[config.mk]
export PLATFORM = sky130hd
export DESIGN_NAME = tmr_timer1
export DESIGN_NICKNAME = d
export VERILOG_FILES = /design/src/hdl/tmr_timer1.v
export VERILOG_INCLUDE_DIRS = /design/src /design/src/hdl
export SDC_FILE = /design/constraint.sdc
export NUM_CORES = 1
export LEC_CHECK = 0
export BUFFER_PORTS_ARGS = -buffer_cell sky130_fd_sc_hd__buf_2
export CAP_MARGIN = 40
export CORE_ASPECT_RATIO = 1.75
export CORE_MARGIN = 2
export CORE_UTILIZATION = 45
export CTS_CLUSTER_SIZE = 25
export DETAILED_ROUTE_END_ITERATION = 7
export GPL_TIMING_DRIVEN = 0
export PLACE_DENSITY = 0.81
export SLEW_MARGIN = 20
export SYNTH_ARGS = -nofsm -noshare
export SYNTH_HDL_FRONTEND = slang
export SYNTH_SLANG_ARGS = --single-unit
[constraint.sdc]
create_clock -name hclk -period 2.8 [get_ports hclk]
set_clock_uncertainty 0.05 [all_clocks]
set_input_delay 0.28 -clock hclk [delete_from_list [all_inputs] [get_ports hclk]]
set_output_delay 0.28 -clock hclk [all_outputs]
set_load 0.005 [all_outputs]
[src/hdl/tmr_regs.vh]
`ifndef TMR_REGS_VH
`define TMR_REGS_VH
// ----------------------------------------
// Register word indexes
// ----------------------------------------
`define TMR_IDX_FLAG         8'h0C
`define TMR_IDX_COUNT_LOW    8'h0E
`define TMR_IDX_COUNT_HIGH   8'h0F
`define TMR_IDX_CONTROL      8'h10
`define TMR_IDX_ENABLE       8'h8C
// ----------------------------------------
// Register byte addresses, four times the index
// ----------------------------------------
`define TMR_ADDR_FLAG        10'h030
`define TMR_ADDR_COUNT_LOW   10'h038
`define TMR_ADDR_COUNT_HIGH  10'h03C
`define TMR_ADDR_CONTROL     10'h040
`define TMR_ADDR_ENABLE      10'h230
// ----------------------------------------
// Control register fields and reset value
// ----------------------------------------
`define TMR_CTL_RUN          0
`define TMR_CTL_SRC          1
`define TMR_CTL_SYNC         2
`define TMR_CTL_OSCEN        3
`define TMR_CTL_PS_LO        4
`define TMR_CTL_PS_HI        5
`define TMR_CTL_RESET        6'h00
`define TMR_CTL_MASK         8'h3F
// ----------------------------------------
// Flag / enable bit positions
// ----------------------------------------
`define TMR_OVF_BIT          0
`define TMR_IE_BIT           0
// ----------------------------------------
// Timing: instruction cycle = 4 oscillator periods
// ----------------------------------------
`define TMR_PHASES           4
`define TMR_MAX_COUNT        16'hFFFF
`define TMR_ZERO_COUNT       16'h0000
`endif

[src/hdl/tmr_timer1.v]
// The AHB-Lite slave port was left to the implementer.
`timescale 1ns/100ps
`include "tmr_regs.vh"

module tmr_timer1
(
	input  wire        hclk,
	input  wire        hresetn,
	input  wire        por_resetn,
	input  wire        hsel,
	input  wire [9:0]  haddr,
	input  wire [1:0]  htrans,
	input  wire        hwrite,
	input  wire [2:0]  hsize,
	input  wire [31:0] hwdata,
	input  wire        hready,
	output wire        hreadyout,
	output wire        hresp,
	output reg  [31:0] hrdata,
	input  wire        osc_input_pin,
	input  wire        ext_clock_pin,
	input  wire        sleep_mode,
	input  wire        compare_trigger_a,
	input  wire        compare_trigger_b,
	output wire        osc_input_oe,
	output wire        osc_output_oe,
	output wire        overflow_irq,
	output wire        wake_request,
	output wire        capture_base_valid,
	output wire [15:0] capture_base
);

	// ----------------------------------------
	// Bus, register, prescaler and pin state
	// ----------------------------------------
	reg  [9:0]  addr_ff;
	reg         wr_ff;
	reg  [5:0]  ctl_ff;
	reg  [7:0]  count_low_byte_ff;
	reg  [7:0]  count_high_byte_ff;
	reg         overflow_flag_ff;
	reg         overflow_irq_enable_ff;
	reg  [1:0]  phase_ff;
	reg  [2:0]  pre_ff;
	reg  [2:0]  sync_ff;
	reg  [1:0]  pin_a_ff;
	reg  [1:0]  pin_b_ff;
	reg         prev_edge_ff;
	reg  [15:0] nxt_count;
	reg         nxt_ovf;
	reg         inc;
	reg         pre_tick;
	reg  [2:0]  nxt_pre;

	wire        run_enable          = ctl_ff[`TMR_CTL_RUN];
	wire        clock_source_select = ctl_ff[`TMR_CTL_SRC];
	wire        sync_control        = ctl_ff[`TMR_CTL_SYNC];
	wire        oscillator_enable   = ctl_ff[`TMR_CTL_OSCEN];
	wire [1:0]  prescale_sel = ctl_ff[`TMR_CTL_PS_HI:`TMR_CTL_PS_LO];
	wire [15:0] sixteen_bit_count = {count_high_byte_ff, count_low_byte_ff};
	wire        wr_en = wr_ff;
	wire        take = hsel & hready & htrans[1];
	wire        wr_low;
	wire        wr_high;
	wire        wr_ctl;
	wire        wr_flag;
	wire        wr_ena;
	wire        async_mode;
	wire        trig_hit;
	reg  [31:0] nxt_rdata;

	// Single-cycle, always OKAY slave
	assign hreadyout = 1'b1;
	assign hresp     = 1'b0;

	// ----------------------------------------
	// Register decode
	// ----------------------------------------
	// One word per register; byte address is four times the index
	function wr_hit;
		input       wr;
		input [9:0] addr;
		input [9:0] target;
		begin
			wr_hit = wr & (addr == target);
		end
	endfunction

	// Data-phase write strobes, one per register
	assign wr_low  = wr_hit(wr_en, addr_ff, `TMR_ADDR_COUNT_LOW);
	assign wr_high = wr_hit(wr_en, addr_ff, `TMR_ADDR_COUNT_HIGH);
	assign wr_ctl  = wr_hit(wr_en, addr_ff, `TMR_ADDR_CONTROL);
	assign wr_flag = wr_hit(wr_en, addr_ff, `TMR_ADDR_FLAG);
	assign wr_ena  = wr_hit(wr_en, addr_ff, `TMR_ADDR_ENABLE);

	// Unsynchronised counter mode: no time base, no compare reset
	assign async_mode = clock_source_select & sync_control;
	// Compare reset honoured in timer and synchronised counter mode
	assign trig_hit = (compare_trigger_a | compare_trigger_b)
		& ~async_mode;

	// Capture address phase
	always @(posedge hclk or negedge hresetn)
	begin
		if (!hresetn)
		begin
			addr_ff <= 10'h000;
			wr_ff   <= 1'b0;
		end
		else
		begin
			addr_ff <= take ? haddr : 10'h000;
			wr_ff   <= take & hwrite;
		end
	end

	// ----------------------------------------
	// Pin synchronisers and phase counter
	// ----------------------------------------
	// Two flops per pin before any logic reads it
	always @(posedge hclk or negedge hresetn)
	begin
		if (!hresetn)
		begin
			pin_a_ff <= 2'b00;
			pin_b_ff <= 2'b00;
			phase_ff <= 2'b00;
		end
		else
		begin
			pin_a_ff <= {pin_a_ff[0], osc_input_pin};
			pin_b_ff <= {pin_b_ff[0], ext_clock_pin};
			phase_ff <= phase_ff + 2'b01;
		end
	end

	// Both pins idle low, matching the edge detector's reset value
	// Selected external clock, oscillator pin when enabled
	wire ext_clk = oscillator_enable ? pin_a_ff[1] : pin_b_ff[1];

	// Prescaler output bit for the selected ratio
	function pre_out;
		input [2:0] cnt;
		input [1:0] sel;
		begin
			case (sel)
				2'b00:   pre_out = 1'b0;
				2'b01:   pre_out = cnt[0];
				2'b10:   pre_out = cnt[1];
				default: pre_out = cnt[2];
			endcase
		end
	endfunction

	// ----------------------------------------
	// Prescaler and count datapath
	// ----------------------------------------
	always @*
	begin
		pre_tick = 1'b0;
		nxt_pre  = pre_ff;
		inc      = 1'b0;
		// Rising edge of external clock advances prescaler
		if (clock_source_select && ext_clk && !prev_edge_ff)
		begin
			nxt_pre = pre_ff + 3'b001;
			// Prescaler output rises: ratio 1:1 passes every edge
			if (prescale_sel == 2'b00)
				pre_tick = 1'b1;
			else
				pre_tick = pre_out(nxt_pre, prescale_sel)
					& ~pre_out(pre_ff, prescale_sel);
		end
		if (wr_low || wr_high)
			nxt_pre = 3'b000;
		if (!run_enable)
			inc = 1'b0;
		else if (!clock_source_select)
			inc = (phase_ff == 2'b11);
		else if (sync_control)
			inc = pre_tick;
		else
			// Sync path: prescaler output sampled on phase 2 and 4
			inc = sync_ff[2] & ~sleep_mode;
	end

	// Synchronised tick pipeline (delay after qualifying edge)
	// Stage 0 holds a tick until an odd phase passes it on
	always @(posedge hclk or negedge hresetn)
	begin
		if (!hresetn)
		begin
			pre_ff       <= 3'b000;
			prev_edge_ff <= 1'b0;
			sync_ff      <= 3'b000;
		end
		else
		begin
			pre_ff       <= nxt_pre;
			prev_edge_ff <= ext_clk;
			sync_ff[0]   <= pre_tick | (sync_ff[0] & ~phase_ff[0]);
			sync_ff[1]   <= phase_ff[0] ? sync_ff[0] : 1'b0;
			sync_ff[2]   <= sync_ff[1];
		end
	end

	// Next count: write wins over trigger, trigger beats increment
	always @*
	begin
		nxt_count = sixteen_bit_count;
		nxt_ovf   = 1'b0;
		if (inc)
		begin
			nxt_count = sixteen_bit_count + 16'h0001;
			nxt_ovf   = (sixteen_bit_count == `TMR_MAX_COUNT);
		end
		if (trig_hit)
		begin
			nxt_count = `TMR_ZERO_COUNT;
			nxt_ovf   = 1'b0;
		end
		// A byte write replaces only its own byte, over any trigger
		if (wr_low)
			nxt_count[7:0] = hwdata[7:0];
		if (wr_high)
			nxt_count[15:8] = hwdata[7:0];
	end

	// Count registers; all bus reads see whole settled bytes
	always @(posedge hclk or negedge hresetn)
	begin
		if (!hresetn)
		begin
			count_low_byte_ff  <= 8'h00;
			count_high_byte_ff <= 8'h00;
		end
		else
		begin
			count_low_byte_ff  <= nxt_count[7:0];
			count_high_byte_ff <= nxt_count[15:8];
		end
	end

	// ----------------------------------------
	// Control, flag and enable registers
	// ----------------------------------------
	// Control reset only by power-on reset
	// Bus reset leaves it alone, so the setup outlives it
	always @(posedge hclk or negedge por_resetn)
	begin
		if (!por_resetn)
			ctl_ff <= `TMR_CTL_RESET;
		else if (wr_ctl)
			ctl_ff <= hwdata[5:0];
	end

	// Flag: set wins over software clear
	// Enable masks only the request, never the flag
	always @(posedge hclk or negedge hresetn)
	begin
		if (!hresetn)
		begin
			overflow_flag_ff       <= 1'b0;
			overflow_irq_enable_ff <= 1'b0;
		end
		else
		begin
			if (nxt_ovf)
				overflow_flag_ff <= 1'b1;
			else if (wr_flag)
				overflow_flag_ff <= hwdata[`TMR_OVF_BIT];
			if (wr_ena)
				overflow_irq_enable_ff <= hwdata[`TMR_IE_BIT];
		end
	end

	// ----------------------------------------
	// Outputs
	// ----------------------------------------
	assign overflow_irq = overflow_flag_ff & overflow_irq_enable_ff;
	assign wake_request = overflow_irq & async_mode;
	assign osc_input_oe  = 1'b0;
	assign osc_output_oe = 1'b0;
	assign capture_base = sixteen_bit_count;
	assign capture_base_valid = ~async_mode;

	// ----------------------------------------
	// Bus read path
	// ----------------------------------------

	// Read word for the register addressed in this address phase
	always @*
	begin
		nxt_rdata = 32'h00000000;
		case (haddr)
			`TMR_ADDR_COUNT_LOW:
				nxt_rdata[7:0] = nxt_count[7:0];
			`TMR_ADDR_COUNT_HIGH:
				nxt_rdata[7:0] = nxt_count[15:8];
			`TMR_ADDR_CONTROL:
				nxt_rdata[5:0] = ctl_ff;
			`TMR_ADDR_FLAG:
				nxt_rdata[`TMR_OVF_BIT] = overflow_flag_ff;
			`TMR_ADDR_ENABLE:
				nxt_rdata[`TMR_IE_BIT] = overflow_irq_enable_ff;
			default:
				nxt_rdata = 32'h00000000;
		endcase
	end

	// Read data registered for the data phase
	always @(posedge hclk or negedge hresetn)
	begin
		if (!hresetn)
			hrdata <= 32'h00000000;
		else if (take && !hwrite)
			hrdata <= nxt_rdata;
	end

endmodule // tmr_timer1

Word level (Yosys, flattened, before mapping)
Index checks and enable logic that the tools add are counted.

operators by class
  equal/unequal tests = 14
  multiplexer cells = 27
  add/sub/neg operators = 3
  bitwise logic cells = 21
  reduce and logical (&&, ||, !) cells = 9

operators with widths
  operator                                        number
  == test 10 x 6 -> 1 bit, second input constant  6
  two-way mux 16 bit                              2
  == test 10 bit, second input constant           2
  == test 10 x 7 -> 1 bit, second input constant  2
  adder 16 x 1 -> 16 bit, second input constant   1
  == test 16 bit, second input constant           1
  two-way mux 8 bit                               2
  bitwise AND 1 bit                               15
  two-way mux 1 bit                               15
  one-hot mux 5 bit (3 select lines)              1
  two-way mux 10 bit                              1
  two-way mux 3 bit                               2
  one-hot mux 1 bit (5 select lines)              1
  == test 2 bit, second input constant            2
  inverter 1 bit                                  4
  one-hot mux 1 bit (2 select lines)              2
  one-hot mux 2 bit (2 select lines)              1
  nonzero test 2 bit                              2
  adder 3 x 1 -> 3 bit, second input constant     1
  logical AND 1 bit                               3
  adder 2 x 1 -> 2 bit, second input constant     1
  == test 2 x 1 -> 1 bit, second input constant   1
  zero test 1 bit                                 2
  zero test 2 bit                                 1
  2 further kinds                                 3

word-level totals
  register bits = 56
  word-level logic and storage cells = 88
  bits of input ports = 58
  output and inout bits = 55

Longest topological paths before layout
Gate-level depths: netlist of the first run.

  word-level depth = 15
  mapped depth = 9
  gate-level depth less buffers = 9

Least setup slack after synthesis of the first run
Ideal clock, no wire load.

  path type = register to register
  from = reg pre_ff[0]
  to = reg hrdata[2]
  arrival time = 2.057 ns
  buffers on the path = 0
  path slack = 0.607 ns
  data required time = 2.663 ns
  stages on the path, launching flop included = 9
  period minus slack after synthesis = 2.193 ns
  setup time = 0.087 ns
  path through = dfrtp_1 > ha_1 > nor4bb_1 > a31oi_1 > o211a_1 > or4_1 > a21oi_1 > o21ai_1 > o211ai_1

on the way
  cells in the longest elaborated chain, start to end = 14
  elaborated cells on any way between the ends = 19
  those cells by class = add/sub: 1; mux: 16; bitwise: 2

RTL lines
  item                                                                        line                                RTL
  start, declared                                                             tmr_timer1.v:44                     reg [2:0] pre_ff;
  start signal, assigned                                                      tmr_timer1.v:199                    pre_ff <= nxt_pre;
  adder 3 x 1 -> 3 bit or one-hot mux 1 bit (2 select lines) (tied branches)  tmr_timer1.v:166, tmr_timer1.v:146
  one-hot mux 1 bit (2 select lines) or two-way mux 1 bit (tied branches)     tmr_timer1.v:146, tmr_timer1.v:168
  two-way mux 1 bit, on equally long branches                                 tmr_timer1.v:168, tmr_timer1.v:164
  two-way mux 1 bit or inverter 1 bit (tied branches)                         tmr_timer1.v:164, tmr_timer1.v:172
  bitwise AND 1 bit *                                                         tmr_timer1.v:172                    & ~pre_out(pre_ff, prescale_sel);
  two-way mux 1 bit *                                                         tmr_timer1.v:168                    if (prescale_sel == 2'b00)
  two-way mux 1 bit *                                                         tmr_timer1.v:164                    if (clock_source_select && ext_clk && !prev_edge_ff)
  two-way mux 1 bit *                                                         tmr_timer1.v:180                    else if (sync_control)
  two-way mux 1 bit *                                                         tmr_timer1.v:178                    else if (!clock_source_select)
  two-way mux 1 bit *                                                         tmr_timer1.v:176                    if (!run_enable)
  two-way mux 16 bit *                                                        tmr_timer1.v:212                    if (inc)
  two-way mux 16 bit *                                                        tmr_timer1.v:217                    if (trig_hit)
  two-way mux 8 bit, on equally long branches                                 tmr_timer1.v:225, tmr_timer1.v:223
  one-hot mux 5 bit (3 select lines) *                                        tmr_timer1.v:295                    case (haddr)
  end signal, assigned                                                        tmr_timer1.v:317                    hrdata <= nxt_rdata;
  end, declared                                                               tmr_timer1.v:19                     output reg [31:0] hrdata,

Every way passes the cells marked *; elsewhere a longest branch is shown, timed or not. The select of a mux whose other input is x is not followed.
A chain may end at the register's enable or synchronous reset.

Worst setup path in the final report of the first run
  from = reg ctl_ff[5]
  to = reg hrdata[6]

on the way
  cells in the longest elaborated chain, start to end = 15
  elaborated cells on any way between the ends = 21
  those cells by class = eq/ne: 2; mux: 16; bitwise: 2; reduce/logical: 1

RTL lines
  item                                                     line                                RTL
  start, declared                                          tmr_timer1.v:38                     reg [5:0] ctl_ff;
  start signal, assigned                                   tmr_timer1.v:252                    ctl_ff <= `TMR_CTL_RESET;
  start signal, assigned                                   tmr_timer1.v:254                    ctl_ff <= hwdata[5:0];
  == test 2 bit or == test 2 x 1 -> 1 bit (tied branches)  tmr_timer1.v:146                    case (sel)
  one-hot mux 1 bit (2 select lines)                       tmr_timer1.v:146
  two-way mux 1 bit                                        tmr_timer1.v:168
  two-way mux 1 bit                                        tmr_timer1.v:164
  inverter 1 bit                                           tmr_timer1.v:172
  bitwise AND 1 bit                                        tmr_timer1.v:172
  two-way mux 1 bit *                                      tmr_timer1.v:168
  two-way mux 1 bit *                                      tmr_timer1.v:164
  two-way mux 1 bit *                                      tmr_timer1.v:180
  two-way mux 1 bit *                                      tmr_timer1.v:178
  two-way mux 1 bit *                                      tmr_timer1.v:176
  two-way mux 16 bit *                                     tmr_timer1.v:212
  two-way mux 16 bit *                                     tmr_timer1.v:217
  two-way mux 8 bit, on equally long branches              tmr_timer1.v:225, tmr_timer1.v:223
  one-hot mux 2 bit (2 select lines) *                     tmr_timer1.v:295

Marks and branches as above.

==> qor.csv, run 1 <==
metric;value;unit
crit_chain;inv_1, ha_1, nor4bb_1, a31oi_1, o211ai_2, nand3_1, nor3_1, xnor2_1, o221ai_1;
numClockSinks;56;
routed_wl;7862;um
critPathArrivalTime;2.77;ns
die-area;0.007655;sq mm
outcome;finished clean;
power.leakage;1.854;nW
post_cts.repair.setup_buffers;0;
maxCapViolCount;0;
worst_slack;0.1458;ns
grt_pass1_wl;12400;um
drive_above_1_share;28.40;%
fmax;376.8;MHz
min_period;2.654;ns
cts_tree;built;
setup_viol;0;
avgSynthCellArea;10.02;sq um
drt_pre_antenna_iters;4;
nets;468;
core_area;0.006807;sq mm
p_int;0.001420;W
start_kind;flop;
slowest_stage;dfrtp_1;
pwr-share-comb;15.6;%
synth-seq-area-share;44.84;%
hp-class;in -> reg;
overflow;0;
tightest_slew;0.8288;ns
ys_warn_count;0;
diodes;0;
rsz0062_at_grt;no;
clkLatencyLatePin;0.30;ns
power_density;501.9;mW/mm^2
synth_edf_count;0;
rows;40;
slew_violations;0;
grt_max_degree;28;
finalCritPeriodShare;94.79;%
setup_tns;0;ns
path_buf_inv;1;
synth_cells;312;
critPathKind;reg -> reg;
grt_use_total;21.93;%
dpl_worst_slack;0.2170;ns
clk_pin_slew;0.07;ns
ant_nets;0;
cpPeakStageDelay;0.43;ns
clk_path_buf_depth;2;
r2r_setup_slack;0.15;ns
grt_pass1_vias;2574;
drt_iter0_markers;117;
ir_worst_vdd;485.4;uV
synth_ff_type;dfrtp_1;
cts_buffers;5;
route.detailed.drc;0;
gp_congestion;0.9158;
p_sw_share;26.06;%
seqPwrFrac;47.2;%
yosys.cell_types.count;57;
die_y;114.3;um
vias_per_cell;5.292;
root_buffer;clkbuf_16;
io_buffers;56;
ios;113;
ys_ff_latch;56;
hpwl;6493;um
fp.dieW;67;um
h-tree-depth;2;
syn_to_final_growth;22.46;%
power;0.001921;W
cp_max_fo;7;
critical_path_required;2.92;ns
synthesis.area;0.003125;sq mm
wl_per_cell;16.08;um
finalHoldViolations;0;
pwr-share-clk;37.2;%
vias;2588;
initial_core_util;45.92;%
power.switching;0.0005007;W
maxSlewHeadroom;44.32;%
antenna_found_initial;0;
critPathTopFamily;simple AND/OR/NAND/NOR gates;
synthArstFlopShare;100.0;%
endpoint_kind;flop;
holdWs;0.03326;ns
-- area by class of cell --
| cell class | instances | area, sq um |
|---|---|---|
| Clock inverter | 3 | 46.29 |
| Fill cell | 603 | 2979 |
| Sequential cell | 56 | 1401 |
| Inverter | 13 | 48.80 |
| Tap cell | 84 | 105.1 |
| Buffer | 33 | 230.2 |
| Clock buffer | 5 | 125.1 |
| Multi-Input combinational cell | 236 | 1543 |
| Timing Repair Buffer | 59 | 327.8 |
-- cell usage in the layout (no fill, tap or decap), drive strengths merged, types with 3 or more instances in the layout --
cell,netlist,routed
o211ai,3,3
o221ai,3,3
a21oi,3,3
a22o,5,5
a31oi,3,3
and2,16,16
and3,7,7
nand3,5,5
nor4b,5,5
a221oi,3,3
ha,6,6
nor2b,3,3
nor3,5,5
conb,2,28
dfrtp,56,56
nor2,15,15
nor4,8,8
xor2,9,9
nand4,6,6
mux2i,4,4
o31ai,3,3
clkbuf,4,9
buf,29,86
mux2,9,9
o21ai,19,19
inv,13,14
xnor2,8,8
nand2,32,32
-- metrics by stage --
| step | cell area (sq um) | util [%] | cells |
|---|---|---|---|
| floorplan | 3223 | - | 338 |
| global placement | 3608 | 53.01 | 478 |
| detailed placement | 3636 | 53.42 | 479 |
| CTS | 3827 | 56.23 | 489 |
| global route | 3827 | 56.23 | 489 |
| finish | 3827 | 56.23 | 489 |
-- sequential cells by signal, indices dropped and copies added, names as in the netlist, 2 cells and up --
| signal | cells |
|---|---|
| count_high_byte_ff | 8 |
| pre_ff | 3 |
| sync_ff | 3 |
| count_low_byte_ff | 8 |
| pin_a_ff | 2 |
| hrdata | 8 |
| addr_ff | 10 |
| ctl_ff | 6 |
| pin_b_ff | 2 |
| phase_ff | 2 |
-- cells in the mapped netlist (all sizes together) (5+ instances only) --
master | instances | area [sq um]
ha | 6 | 75.07
mux2 | 9 | 101.4
o21ai | 19 | 95.09
nor2 | 15 | 58.81
dfrtp | 56 | 1401
nand2 | 32 | 120.1
nor4b | 5 | 56.31
inv | 13 | 48.80
nand3 | 5 | 25.02
and3 | 7 | 43.79
a22o | 5 | 43.79
and2 | 16 | 100.1
buf | 29 | 215.2
nand4 | 6 | 37.54
nor4 | 8 | 56.30
nor3 | 5 | 25.02
xor2 | 9 | 78.83
xnor2 | 8 | 70.07
-- power groups by stage --
stage | clock network, W | registers (W) | logic, W
after CTS | 0.000732 | 0.000906 | 0.000299
after global placement | 0 | 0.000918 | 0.000278
after detailed placement | 0 | 0.000922 | 0.000295
after floorplan | 0 | 0.000909 | 0.000190
final | 0.000715 | 0.000908 | 0.000299
after global routing | 0.000756 | 0.000914 | 0.000334
-- final timing paths --
check / start / end / cells past startpoint
hold / removal: ext_clock_pin / pin_b_ff[0] / 1
min in group asynchronous: por_resetn / ctl_ff[0] / 2
setup reg to reg: ctl_ff[5] / hrdata[6] / 9
max in group asynchronous: hresetn / addr_ff[4] / 3
hold reg to reg: sync_ff[1] / sync_ff[2] / 0
setup / recovery: ctl_ff[5] / hrdata[6] / 9
-- what timing repair did --
| item | CTS | global route |
|---|---|---|
| hold buffers | 2 | 0 |
| endpoints found under the hold margin | 29 | 0 |
| endpoints found under the setup margin | 0 | 0 |
| resized for setup | 0 | 0 |
-- routing by layer --
metal | vias up | part of all wire [%] | track usage, %
met3 | 26 | 5.7 | 4.031
met2 | 117 | 54 | 39.14
met4 | 0 | 5.7 | 13.61
met5 | - | 0 | 0
met1 | 1208 | 35 | 22.73
li1 | 1237 | - | -
-- logic make-up after synthesis --
group,Yosys count,synth area share (%)
buffers and inverters,46,8.927
adder cells (fa/ha/maj),6,2.402
other,2,0.2403
multiplexers,13,4.524
XOR/XNOR,17,4.764
AO/OA/AOI/OAI,54,12.65
flip-flops,56,44.84
AND/OR/NAND/NOR,118,21.66
-- worst reg2reg max path, stage by stage, from the launching register on --
cell and delay, ns:
dfrtp_1 0.43, inv_1 0.09, ha_1 0.20, nor4bb_1 0.30, a31oi_1 0.12, o211ai_2 0.37, nand3_1 0.32, nor3_1 0.30
xnor2_1 0.20, o221ai_1 0.14
No activity file was read; power rests on OpenSTA's default activity.
==> run 2, diff against run 1 <==
Settings changed: CORE_UTILIZATION 45 to 40, PLACE_DENSITY 0.81 to 0.74.
==> run 2 against run 1 <==
Clock-buffer cell count unchanged. Register-to-register slack better by 0.11 ns. Critical path depth unchanged. Via count up 2.8%. Setup slack better by 0.11 ns. Final area down 0.29%. Global-route usage down 2.4 points. Power down 4.3%.
==> qor.csv, run 2 (same netlist as run 1, synthesis figures left out) <==
metric;value;unit
outcome;finished clean;
grt_pass1_vias;2581;
mostFrequentLayoutCells;buf_2, dfrtp_1, nand2_1;
die-area;0.008565;sq mm
nets;470;
gp_congestion;0.9296;
core_area;0.007567;sq mm
cp_max_fo;4;
finalCoreUtilization;50.43;%
cpPeakStageDelay;0.41;ns
power.leakage;1.853;nW
h-tree-depth;2;
maxSlewHeadroom;46.42;%
fmax;393.4;MHz
pwr-share-clk;33.9;%
finalCritPeriodShare;90.78;%
grt_pass1_wl;12770;um
rows;42;
syn_to_final_growth;22.10;%
initial_core_util;41.30;%
clk_pin_slew;0.07;ns
min_period;2.542;ns
fp.dieW;70.82;um
cts_buffers;5;
worst_slack;0.2581;ns
finalHoldViolations;0;
grt_max_degree;33;
setup_tns;0;ns
setup_viol;0;
ir_worst_vdd;422.3;uV
hold-path-cell-count;1;
critical_path_required;2.91;ns
critPathKind;reg -> reg;
seqPwrFrac;49.3;%
antenna_found_initial;0;
wl_per_cell;16.62;um
hpwl;6581;um
clk_path_buf_depth;2;
vias;2661;
slowest_stage;dfrtp_1;
ant_nets;0;
pwr-share-comb;16.8;%
hp-class;in -> reg;
diodes;0;
p_int;0.001337;W
root_buffer;clkbuf_16;
die_y;120.9;um
crit_chain;ha_1, nor4bb_1, a31oi_1, o211ai_2, buf_4, nand2_1, mux2_2, a221oi_2, o21ai_0;
p_sw_share;27.28;%
vias_per_cell;5.376;
largest_reg_flops;10;
holdWs;0.03985;ns
maxCapViolCount;0;
overflow;0;
power_density;481.9;mW/mm^2
slew_violations;0;
drive_above_1_share;28.75;%
grt_use_total;19.55;%
cts_tree;built;
power.switching;0.0005016;W
top_register;addr_ff;
numClockSinks;56;
route.detailed.drc;0;
ios;113;
endpoint_kind;flop;
critPathArrivalTime;2.66;ns
power;0.001839;W
io_buffers;56;
routed_wl;8227;um
tightest_slew;0.7976;ns
clkLatencyLatePin;0.29;ns
rsz0062_at_grt;no;
drt_pre_antenna_iters;4;
start_kind;flop;
mostFrequentLayoutCell;buf_2;
dpl_worst_slack;0.1943;ns
r2r_cells;9;
drt_iter0_markers;131;
## run 2: routing by layer
layer	wire length, um	track usage [%]	vias up	share of wire (%)
met3	543	3.239	33	6.6
met4	500	13.56	0	6.1
met1	3032	21.44	1263	37
li1	-	-	1244	-
met2	4150	33.70	121	50
met5	0	0	-	0
## run 2: final cells by class
class | instances | area [sq um]
buffer | 33 | 230.2
clock buffer | 5 | 125.1
clock inverter | 3 | 22.52
fill | 723 | 3751
inverter | 13 | 48.80
multi-input combinational | 236 | 1543
sequential | 56 | 1401
tap | 88 | 110.1
timing repair buffer | 61 | 335.3
## run 2: power by group through the flow
stage | registers, W | clock network [W] | logic [W]
floorplan | 0.000909 | 0 | 0.000190
global route | 0.000913 | 0.000668 | 0.000344
detailed placement | 0.000922 | 0 | 0.000294
global placement | 0.000919 | 0 | 0.000284
CTS | 0.000906 | 0.000643 | 0.000298
finish | 0.000907 | 0.000623 | 0.000309
## run 2: final timing paths
kind                               startpoint              endpoint  slack [ns]
worst min register to register     sync_ff[1]            sync_ff[2]        0.30
worst max-delay path                pre_ff[0]             hrdata[1]        0.26
worst max register to register      pre_ff[0]             hrdata[1]        0.26
worst min-delay path            ext_clock_pin           pin_b_ff[0]        0.04
max in group asynchronous             hresetn  count_low_byte_ff[6]        1.77
min in group asynchronous          por_resetn             ctl_ff[5]        0.28
## run 2: critical path, delay by kind of cell (launching register included)
kind                     cells  cell delay (ns)
AO/OA/AOI/OAI                4             0.80
adder cells (fa/ha/maj)      1             0.32
buffers and inverters        1             0.19
flip-flops                   1             0.41
multiplexers                 1             0.39
AND/OR/NAND/NOR              2             0.25
## run 2: per-stage QoR
| step | instances | instance area (sq um) |
|---|---|---|
| floorplan | 338 | 3223 |
| global placement | 482 | 3613 |
| detailed placement | 483 | 3633 |
| CTS | 493 | 3801 |
| global route | 495 | 3816 |
| finish | 495 | 3816 |
## run 2: timing repair
| item | in CTS | in global routing |
|---|---|---|
| resized for setup | 0 | 0 |
| setup endpoints to repair | 0 | 4 |
| buffers inserted | 0 | 2 |
| hold endpoints to repair | 24 | 0 |
| hold buffers | 2 | 0 |
